### config.mk
export PLATFORM = sky130hd
export DESIGN_NAME = ovr_top
export DESIGN_NICKNAME = d
export VERILOG_FILES = /design/src/shared/ovr_pkg.sv /design/src/ovr_top.sv /design/src/ovr_range_decode.sv /design/src/ovr_group_reg.sv
export SDC_FILE = /design/constraint.sdc
export NUM_CORES = 1
export LEC_CHECK = 0
export BUFFER_PORTS_ARGS = -buffer_cell sky130_fd_sc_hd__buf_2
export CORE_AREA = 2 2 149 151
export DETAILED_ROUTE_END_ITERATION = 7
export DIE_AREA = 0 0 151 153
export PLACE_DENSITY = 0.89
export SETUP_SLACK_MARGIN = 0.4
export SLEW_MARGIN = 20
export SYNTH_ARGS = -nofsm -noshare
export SYNTH_HDL_FRONTEND = slang
export SYNTH_SLANG_ARGS = --single-unit
### constraint.sdc
create_clock -name MCLK -period 12.4 [get_ports MCLK]
set_input_delay 2.48 -clock MCLK [delete_from_list [all_inputs] [get_ports MCLK]]
set_output_delay 2.48 -clock MCLK [all_outputs]
set_load 0.1 [all_outputs]
### src/shared/ovr_pkg.sv
package ovr_pkg;

	// ----------------------------------------------------------------
	// register word layout
	// ----------------------------------------------------------------
	localparam int WORD_W = 16;
	localparam int SEL_W = 6;
	localparam int EN_W = 8;
	localparam int DIR_BIT = 15;
	localparam int SEL_MSB = 14;
	localparam int SEL_LSB = 9;
	localparam int RSVD_BIT = 8;

	// direction bit values
	localparam logic DIR_READ = 1'b0;
	localparam logic DIR_WRITE = 1'b1;

	// ----------------------------------------------------------------
	// register map and reset values
	// ----------------------------------------------------------------
	localparam logic [SEL_W-1:0] ADDR_GROUP_A = 6'h0a;
	localparam logic [SEL_W-1:0] ADDR_GROUP_B = 6'h0b;
	localparam logic [SEL_W-1:0] ADDR_FAULTS = 6'h3e;
	localparam logic [WORD_W-1:0] RESET_GROUP_A = 16'h1400;
	localparam logic [WORD_W-1:0] RESET_GROUP_B = 16'h1600;
	localparam logic [WORD_W-1:0] RESET_FAULTS = 16'h0000;

	// range registers feeding each half group (addresses kept for reference)
	localparam logic [SEL_W-1:0] ADDR_RANGE_A_LO = 6'h04;
	localparam logic [SEL_W-1:0] ADDR_RANGE_A_HI = 6'h05;
	localparam logic [SEL_W-1:0] ADDR_RANGE_B_LO = 6'h06;
	localparam logic [SEL_W-1:0] ADDR_RANGE_B_HI = 6'h07;

	// fault register field positions
	localparam int FLT_MISMATCH = 0;
	localparam int FLT_UNMAPPED = 1;
	localparam int FLT_RSVD = 2;
	localparam int FLT_SEL_LSB = 8;

	// ----------------------------------------------------------------
	// range codes and full-scale values in millivolts
	// ----------------------------------------------------------------
	localparam int FS_W = 14;
	localparam logic [1:0] CODE_10V_ALT = 2'h0;
	localparam logic [1:0] CODE_2V5 = 2'h1;
	localparam logic [1:0] CODE_5V = 2'h2;
	localparam logic [1:0] CODE_10V = 2'h3;
	localparam int FS_10V_MV = 10000;
	localparam int FS_5V_MV = 5000;
	localparam int FS_2V5_MV = 2500;
	localparam int OVR_PERCENT = 20;

	typedef struct packed {
		logic dir;
		logic [SEL_W-1:0] sel;
		logic rsvd;
		logic [EN_W-1:0] en;
	} ovr_word_t;

	typedef logic [FS_W-1:0] ovr_fs_t;

endpackage

### src/ovr_top.sv
// Added by the designer: the strobed register port.
`timescale 1ns/10ps
`default_nettype none

module ovr_top
#(
	parameter int CHANNELS = 8
)
(
	// clock and reset
	input wire logic MCLK,
	input wire logic RST,
	// register port
	input wire logic [ovr_pkg::SEL_W-1:0] ADDR,
	input wire logic [ovr_pkg::WORD_W-1:0] WDATA,
	input wire logic WR,
	input wire logic RD,
	output logic [ovr_pkg::WORD_W-1:0] RDATA,
	output logic RDATA_VALID,
	// range codes from the range registers, two bits per channel
	input wire logic [2*CHANNELS-1:0] RANGE_A,
	input wire logic [2*CHANNELS-1:0] RANGE_B,
	// headroom enables per channel
	output logic [CHANNELS-1:0] HEADROOM_A,
	output logic [CHANNELS-1:0] HEADROOM_B,
	// resulting full scale per channel in millivolts
	output logic [CHANNELS*ovr_pkg::FS_W-1:0] FULL_SCALE_A,
	output logic [CHANNELS*ovr_pkg::FS_W-1:0] FULL_SCALE_B
);

	// ----------------------------------------------------------------
	// elaboration checks
	// ----------------------------------------------------------------
	// the word holds exactly eight enables, so the group width is fixed
	if (CHANNELS != ovr_pkg::EN_W)
	begin : g_bad_width
		$error("CHANNELS must equal the eight enables of a register word");
	end

	// ----------------------------------------------------------------
	// address helpers
	// ----------------------------------------------------------------
	// used only by the fault event decode, for writes and both kinds of read
	function automatic logic is_group(input logic [ovr_pkg::SEL_W-1:0] a);
		return (a == ovr_pkg::ADDR_GROUP_A) || (a == ovr_pkg::ADDR_GROUP_B);
	endfunction

	function automatic logic is_mapped(input logic [ovr_pkg::SEL_W-1:0] a);
		return is_group(a) || (a == ovr_pkg::ADDR_FAULTS);
	endfunction

	// ----------------------------------------------------------------
	// incoming word
	// ----------------------------------------------------------------
	ovr_pkg::ovr_word_t cmd;
	ovr_pkg::ovr_word_t word_a;
	ovr_pkg::ovr_word_t word_b;

	// view the write data as a register word
	assign cmd = ovr_pkg::ovr_word_t'(WDATA);

	logic wr_cmd;
	logic rd_cmd;
	logic sel_ok;
	logic wr_a;
	logic wr_b;

	// a write strobe with direction 1 is a write, with direction 0 a read request
	assign wr_cmd = WR && (cmd.dir == ovr_pkg::DIR_WRITE);
	assign rd_cmd = WR && (cmd.dir == ovr_pkg::DIR_READ);
	// the select inside the word must name the port address, or nothing is written
	assign sel_ok = (cmd.sel == ADDR);

	// write decode; only the enables reach the group registers
	always_comb
	begin
		wr_a = 1'b0;
		wr_b = 1'b0;
		if (wr_cmd && sel_ok && (ADDR == ovr_pkg::ADDR_GROUP_A))
			wr_a = 1'b1;
		else if (wr_cmd && sel_ok && (ADDR == ovr_pkg::ADDR_GROUP_B))
			wr_b = 1'b1;
	end

	// ----------------------------------------------------------------
	// group registers
	// ----------------------------------------------------------------
	ovr_group_reg
	#(
		.RESET_WORD(ovr_pkg::RESET_GROUP_A)
	)
	u_group_a
	(
		.clk(MCLK),
		.rst(RST),
		.wr_en(wr_a),
		.wr_bits(cmd.en),
		.word(word_a)
	);

	ovr_group_reg
	#(
		.RESET_WORD(ovr_pkg::RESET_GROUP_B)
	)
	u_group_b
	(
		.clk(MCLK),
		.rst(RST),
		.wr_en(wr_b),
		.wr_bits(cmd.en),
		.word(word_b)
	);

	// ----------------------------------------------------------------
	// fault register
	// ----------------------------------------------------------------
	logic flt_mismatch;
	logic flt_unmapped;
	logic flt_rsvd;
	logic [ovr_pkg::SEL_W-1:0] flt_sel;
	logic next_flt_mismatch;
	logic next_flt_unmapped;
	logic next_flt_rsvd;
	logic [ovr_pkg::SEL_W-1:0] next_flt_sel;
	logic set_mismatch;
	logic set_unmapped;
	logic set_rsvd;
	logic clr_faults;

	// events that software later inspects
	assign set_mismatch = wr_cmd && !sel_ok;
	assign set_unmapped = (wr_cmd && sel_ok && !is_group(ADDR)) || (rd_cmd && !is_mapped(cmd.sel))
		|| (RD && !is_mapped(ADDR));
	assign set_rsvd = wr_cmd && sel_ok && is_group(ADDR) && cmd.rsvd;
	// reading the fault word clears it, by either read path
	assign clr_faults = (RD && (ADDR == ovr_pkg::ADDR_FAULTS))
		|| (rd_cmd && (cmd.sel == ovr_pkg::ADDR_FAULTS));

	// sticky flags; a new event in the clearing cycle survives the clear
	always_comb
	begin
		next_flt_mismatch = flt_mismatch;
		next_flt_unmapped = flt_unmapped;
		next_flt_rsvd = flt_rsvd;
		next_flt_sel = flt_sel;
		if (clr_faults)
		begin
			next_flt_mismatch = 1'b0;
			next_flt_unmapped = 1'b0;
			next_flt_rsvd = 1'b0;
			next_flt_sel = '0;
		end
		if (set_mismatch)
		begin
			next_flt_mismatch = 1'b1;
			next_flt_sel = cmd.sel;
		end
		if (set_unmapped)
			next_flt_unmapped = 1'b1;
		if (set_rsvd)
			next_flt_rsvd = 1'b1;
	end

	always_ff @(posedge MCLK or posedge RST)
	begin
		if (RST)
		begin
			flt_mismatch <= ovr_pkg::RESET_FAULTS[ovr_pkg::FLT_MISMATCH];
			flt_unmapped <= ovr_pkg::RESET_FAULTS[ovr_pkg::FLT_UNMAPPED];
			flt_rsvd <= ovr_pkg::RESET_FAULTS[ovr_pkg::FLT_RSVD];
			flt_sel <= ovr_pkg::RESET_FAULTS[ovr_pkg::FLT_SEL_LSB +: ovr_pkg::SEL_W];
		end
		else
		begin
			flt_mismatch <= next_flt_mismatch;
			flt_unmapped <= next_flt_unmapped;
			flt_rsvd <= next_flt_rsvd;
			flt_sel <= next_flt_sel;
		end
	end

	logic [ovr_pkg::WORD_W-1:0] flt_word;

	// fault word image, unused bits zero
	always_comb
	begin
		flt_word = '0;
		flt_word[ovr_pkg::FLT_MISMATCH] = flt_mismatch;
		flt_word[ovr_pkg::FLT_UNMAPPED] = flt_unmapped;
		flt_word[ovr_pkg::FLT_RSVD] = flt_rsvd;
		flt_word[ovr_pkg::FLT_SEL_LSB +: ovr_pkg::SEL_W] = flt_sel;
	end

	// ----------------------------------------------------------------
	// read path
	// ----------------------------------------------------------------
	logic [ovr_pkg::WORD_W-1:0] next_rdata;
	logic next_rdata_valid;
	logic [ovr_pkg::SEL_W-1:0] rd_addr;

	// a plain read uses the port address, a read request the select in the word
	assign rd_addr = RD ? ADDR : cmd.sel;

	// data stand only in the cycle after the strobe; otherwise the bus reads zero
	always_comb
	begin
		next_rdata = '0;
		next_rdata_valid = RD || rd_cmd;
		if (next_rdata_valid)
		begin
			if (rd_addr == ovr_pkg::ADDR_GROUP_A)
				next_rdata = word_a;
			else if (rd_addr == ovr_pkg::ADDR_GROUP_B)
				next_rdata = word_b;
			else if (rd_addr == ovr_pkg::ADDR_FAULTS)
				next_rdata = flt_word;
			else
				next_rdata = '0;
		end
	end

	always_ff @(posedge MCLK or posedge RST)
	begin
		if (RST)
		begin
			RDATA <= '0;
			RDATA_VALID <= 1'b0;
		end
		else
		begin
			RDATA <= next_rdata;
			RDATA_VALID <= next_rdata_valid;
		end
	end

	// ----------------------------------------------------------------
	// per-channel span
	// ----------------------------------------------------------------
	// range inputs come from same-clock register logic, so no synchroniser
	logic [CHANNELS*ovr_pkg::FS_W-1:0] fs_a;
	logic [CHANNELS*ovr_pkg::FS_W-1:0] fs_b;

	genvar ch;
	generate
		for (ch = 0; ch < CHANNELS; ch++)
		begin : g_chan
			// low half pairs with the lower range register, high half with the upper
			ovr_range_decode u_dec_a
			(
				.code(RANGE_A[2*ch +: 2]),
				.headroom(word_a.en[ch]),
				.fs_mv(fs_a[ch*ovr_pkg::FS_W +: ovr_pkg::FS_W])
			);

			ovr_range_decode u_dec_b
			(
				.code(RANGE_B[2*ch +: 2]),
				.headroom(word_b.en[ch]),
				.fs_mv(fs_b[ch*ovr_pkg::FS_W +: ovr_pkg::FS_W])
			);
		end
	endgenerate

	logic [CHANNELS*ovr_pkg::FS_W-1:0] next_fs_a;
	logic [CHANNELS*ovr_pkg::FS_W-1:0] next_fs_b;
	logic [CHANNELS-1:0] next_hr_a;
	logic [CHANNELS-1:0] next_hr_b;

	// registered outputs lag the stored enables by one cycle; fine for a slow analog setting
	always_comb
	begin
		next_fs_a = fs_a;
		next_fs_b = fs_b;
		next_hr_a = word_a.en;
		next_hr_b = word_b.en;
	end

	always_ff @(posedge MCLK or posedge RST)
	begin
		if (RST)
		begin
			FULL_SCALE_A <= '0;
			FULL_SCALE_B <= '0;
			HEADROOM_A <= '0;
			HEADROOM_B <= '0;
		end
		else
		begin
			FULL_SCALE_A <= next_fs_a;
			FULL_SCALE_B <= next_fs_b;
			HEADROOM_A <= next_hr_a;
			HEADROOM_B <= next_hr_b;
		end
	end

endmodule
`default_nettype wire

### src/ovr_range_decode.sv
`timescale 1ns/10ps
`default_nettype none

// turns a channel range code and its headroom enable into full scale in mV
module ovr_range_decode
(
	// channel setting
	input wire logic [1:0] code,
	input wire logic headroom,
	// resulting span
	output ovr_pkg::ovr_fs_t fs_mv
);

	// ----------------------------------------------------------------
	// decode
	// ----------------------------------------------------------------
	localparam int SCALE = 100 + ovr_pkg::OVR_PERCENT;

	// both end codes select 10 V, so an unprogrammed channel is never narrow
	function automatic int base_mv(input logic [1:0] c);
		int v;
		v = ovr_pkg::FS_10V_MV;
		case (c)
			ovr_pkg::CODE_2V5: v = ovr_pkg::FS_2V5_MV;
			ovr_pkg::CODE_5V: v = ovr_pkg::FS_5V_MV;
			default: v = ovr_pkg::FS_10V_MV;
		endcase
		return v;
	endfunction

	// widened span is exact: all bases are multiples of 100 mV
	always_comb
	begin
		if (headroom)
			fs_mv = ovr_pkg::ovr_fs_t'(base_mv(code) * SCALE / 100);
		else
			fs_mv = ovr_pkg::ovr_fs_t'(base_mv(code));
	end

endmodule
`default_nettype wire

### src/ovr_group_reg.sv
`timescale 1ns/10ps
`default_nettype none

// one group's eight headroom enables with its fixed register word
module ovr_group_reg
#(
	parameter logic [ovr_pkg::WORD_W-1:0] RESET_WORD = ovr_pkg::RESET_GROUP_A
)
(
	// clock and reset
	input wire logic clk,
	input wire logic rst,
	// write side
	input wire logic wr_en,
	input wire logic [ovr_pkg::EN_W-1:0] wr_bits,
	// stored state
	output ovr_pkg::ovr_word_t word
);

	logic [ovr_pkg::EN_W-1:0] en;
	logic [ovr_pkg::EN_W-1:0] next_en;

	// only the enables are stored; the rest of the word is constant
	always_comb
	begin
		next_en = en;
		if (wr_en)
			next_en = wr_bits;
	end

	always_ff @(posedge clk or posedge rst)
	begin
		if (rst)
			en <= RESET_WORD[ovr_pkg::EN_W-1:0];
		else
			en <= next_en;
	end

	// read word: direction reads as read, select is own address, reserved zero
	always_comb
	begin
		word.dir = ovr_pkg::DIR_READ;
		word.sel = RESET_WORD[ovr_pkg::SEL_MSB:ovr_pkg::SEL_LSB];
		word.rsvd = 1'b0;
		word.en = en;
	end

endmodule
`default_nettype wire

==> impl_metrics.json <==
{
  "status": "completed",
  "fmax_mhz": 249,
  "cp.arrival_ps": 4420,
  "cts-buffers-inserted": 27,
  "crit_slowest_cell": "or4b_1",
  "place_congestion": 0.935,
  "path_cells": "buf_2 > or3_4 > nor3_4 > or4b_1 > mux2_4",
  "cts_root_buf": "clkbuf_16",
  "grt_pass1_wl_um": 37500,
  "cellLeakagePower_nw": 7.06,
  "hold_class": "reg -> reg",
  "synth-simple-area-share_pct": 5.91,
  "max_stage_delay_ps": 780,
  "ctsHoldBuffers": 0,
  "cts_max_level": 1,
  "ys_seq_area_share_pct": 62.2,
  "design.portCount": 315,
  "worst_ir_drop_vdd_uv": 104,
  "power_frac_seq_pct": 42.0,
  "wl_per_cell_um": 17.3,
  "p_switching_mw": 0.722,
  "crit_required_ps": 12800,
  "clock_latency_ps": 520,
  "grt_pass1_vias": 7131,
  "synth_fa_ha_area_share_pct": 11.3,
  "die_h_um": 153,
  "grt.overflow.total": 0,
  "place_inst": 1364,
  "start_util_pct": 49.5,
  "synthFlopType": "dfrtp_1",
  "clockBufferDepth": 3,
  "syn_area_um2": 10600,
  "relSlewSlack_pct": 35.7,
  "comb_power_share_pct": 20.7,
  "cts_sinks": 264,
  "synthXorXnorAreaFrac_pct": 3.13,
  "drive_above_1_share_pct": 35.7,
  "synth_compound_area_share_pct": 4.51,
  "finalCritPeriodShare_pct": 32.4,
  "regArea_um2": 6610,
  "syn_avg_cell_area_um2": 13.2,
  "ys_seq_elements": 264,
  "stdcell_count": 1417,
  "worst-slew-pin-transition_ps": 965,
  "syn_to_final_growth_pct": 24.9,
  "met2_wirelength_um": 12400,
  "slew_violations": 0,
  "via_per_inst": 4.91,
  "final_nets": 1267,
  "cts_tree": "done",
  "crit_buf_inv": 1,
  "ant_nets": 0,
  "hold_viol_final": 0,
  "antenna_found_initial": 9,
  "synth_top_family_by_area": "adder cells",
  "finalClockSkew_ps": 12.4,
  "setup_tns_ps": 0,
  "cts_resized": 0,
  "wl_met3_um": 2250,
  "drc": 0,
  "internal-power_mw": 1.46,
  "hold_ws_ps": 483,
  "synth-edff-count": 0,
  "coreArea_um2": 21500,
  "rsz0062_at_grt": "false",
  "yosysWarnings": 0,
  "start_kind": "primary input",
  "critPathCaptureType": "register",
  "rr_startpoint": "u_group_a.en[2]",
  "power_mw": 2.18,
  "drt-met1-wl_um": 8890,
  "crit_family": "simple AND/OR/NAND/NOR gates",
  "worstSetupStartpoint": "ADDR[2]",
  "ys_types": 39,
  "grt_max_degree": 106,
  "multi_input_area_um2": 3540,
  "highest_layer": "met5",
  "dieArea_um2": 23100,
  "vias": 6954,
  "clkPwrFrac_pct": 37.3,
  "drtIter0Drc": 224,
  "crit_type": "in -> reg",
  "swShare_pct": 33.1,
  "fillerInstances": 1624,
  "port_buffers": 312,
  "firstDrtPassIters": 5,
  "synth_mux_area_share_pct": 8.35,
  "dp_hpwl_um": 17800,
  "cts_setup_buffers": 0,
  "async_flop_share_pct": 100,
  "syn_inst": 807,
  "fin_crit_ps": 4020,
  "worstPathMaxFanout": 8,
  "wirelength_um": 24500,
  "clk_pin_slew_worst_paths_ps": 60,
  "hp-start": "flt_sel[0]",
  "core.rowCount": 54,
  "setup_viol": 0,
  "fp.dieW_um": 151,
  "maxCapViolations": 0,
  "track_usage_pct": 20.8,
  "power_density_nw_per_um2": 164
}
## registers in the layout, summed over array words and instances (netlist names)
signal / count
flt_rsvd: 1
flt_sel: 6
flt_unmapped: 1
u_group_a.en: 8
u_group_b.en: 8
HEADROOM_B: 8
RDATA: 14
flt_mismatch: 1
FULL_SCALE_A: 104
HEADROOM_A: 8
RDATA_VALID: 1
FULL_SCALE_B: 104
## through the flow
| step | instance area [um2] | worst slack (ps) | utilization (%) |
|---|---|---|---|
| CTS | 13300 | 8420 | 61.7 |
| floorplan | 10600 | 2650 | - |
| finish | 13300 | 8380 | 61.8 |
| global route | 13300 | 8380 | 61.7 |
| global placement | 12300 | 7910 | 57.5 |
| detailed placement | 12300 | 7860 | 57.5 |
## cells in the mapped netlist, drive strengths merged, types with 2 or more instances
| library cell | number | area [um2] |
|---|---|---|
| ha | 96 | 1200 |
| dfrtp | 264 | 6610 |
| and2 | 3 | 18.8 |
| inv | 72 | 270 |
| nor2 | 42 | 158 |
| or3 | 2 | 17.5 |
| nor3 | 2 | 21.3 |
| nand2b | 11 | 68.8 |
| buf | 22 | 158 |
| o21ai | 17 | 85.1 |
| a2bb2oi | 4 | 35.0 |
| a211oi | 17 | 128 |
| nand4b | 3 | 26.3 |
| clkbuf | 16 | 60.1 |
| a21oi | 34 | 170 |
| mux2 | 42 | 503 |
| mux2i | 38 | 384 |
| nand2 | 71 | 267 |
| xor2 | 32 | 280 |
| xnor2 | 6 | 52.6 |
## layer usage
metal / track usage (%) / vias up
li1: - / 3201
met1: 22.7 / 3383
met2: 36.5 / 285
met3: 7.34 / 75
met4: 8.46 / 10
met5: 0 / -
## power by group through the flow
stage,clock (mW),sequential (mW),combinational [mW]
6_report,0.813,0.917,0.451
5_1_grt,0.867,0.920,0.471
4_1_cts,0.836,0.917,0.454
3_5_place_dp,0,0.932,0.452
3_3_place_gp,0,0.930,0.445
2_1_floorplan,0,1.21,0.0836
## cells by family (layout without fill, tap and decap cells)
kind of cell	Yosys count	in the layout
other	1	6
DFF	264	264
muxes	80	80
buffers and inverters	110	435
xor gates and xnor gates	38	38
adders and majority gates	96	96
AOI/OAI and AO/OA	79	79
and+or+nand+nor	139	139
## layout by cell type, fill, tap and decap left out, types with 2 or more instances in the layout
master        n
buf_2       312
dfrtp_1     264
ha_1         96
inv_1        71
nand2_1      71
nor2_1       42
mux2i_1      37
a21oi_1      34
mux2_2       34
xor2_1       32
clkbuf_16    27
a211oi_1     17
o21ai_0      17
nand2b_1     11
mux2_4        8
clkbuf_8      7
clkbuf_1      7
xnor2_1       6
diode_2       4
a2bb2oi_1     4
nand4b_1      3
and2_1        3
inv_8         2
conb_1        2
bufinv_16     2
clkinvlp_4    2
clkinv_4      2
## worst paths after layout
| kind | endpoint | slack, ps | depth (start not counted) |
|---|---|---|---|
| min reg2reg | RDATA[8] | 480 | 1 |
| min in group asynchronous | FULL_SCALE_B[36] | 2060 | 2 |
| max reg2reg | FULL_SCALE_A[38] | 11110 | 2 |
| max in group asynchronous | FULL_SCALE_A[50] | 8860 | 3 |
| max | u_group_b.en[5] | 8380 | 5 |
| min | RDATA[8] | 480 | 1 |
## final cells by class
class / count / share of cell area, %
inverter: 72 / 2.09
antenna: 4 / 0.0754
clock inverter: 8 / 0.848
clock buffer: 41 / 6.01
multi-input combinational: 434 / 26.6
sequential: 264 / 49.8
tap: 280 / 2.64
timing repair buffer: 314 / 11.9
Power figures use the tool's default switching activity.
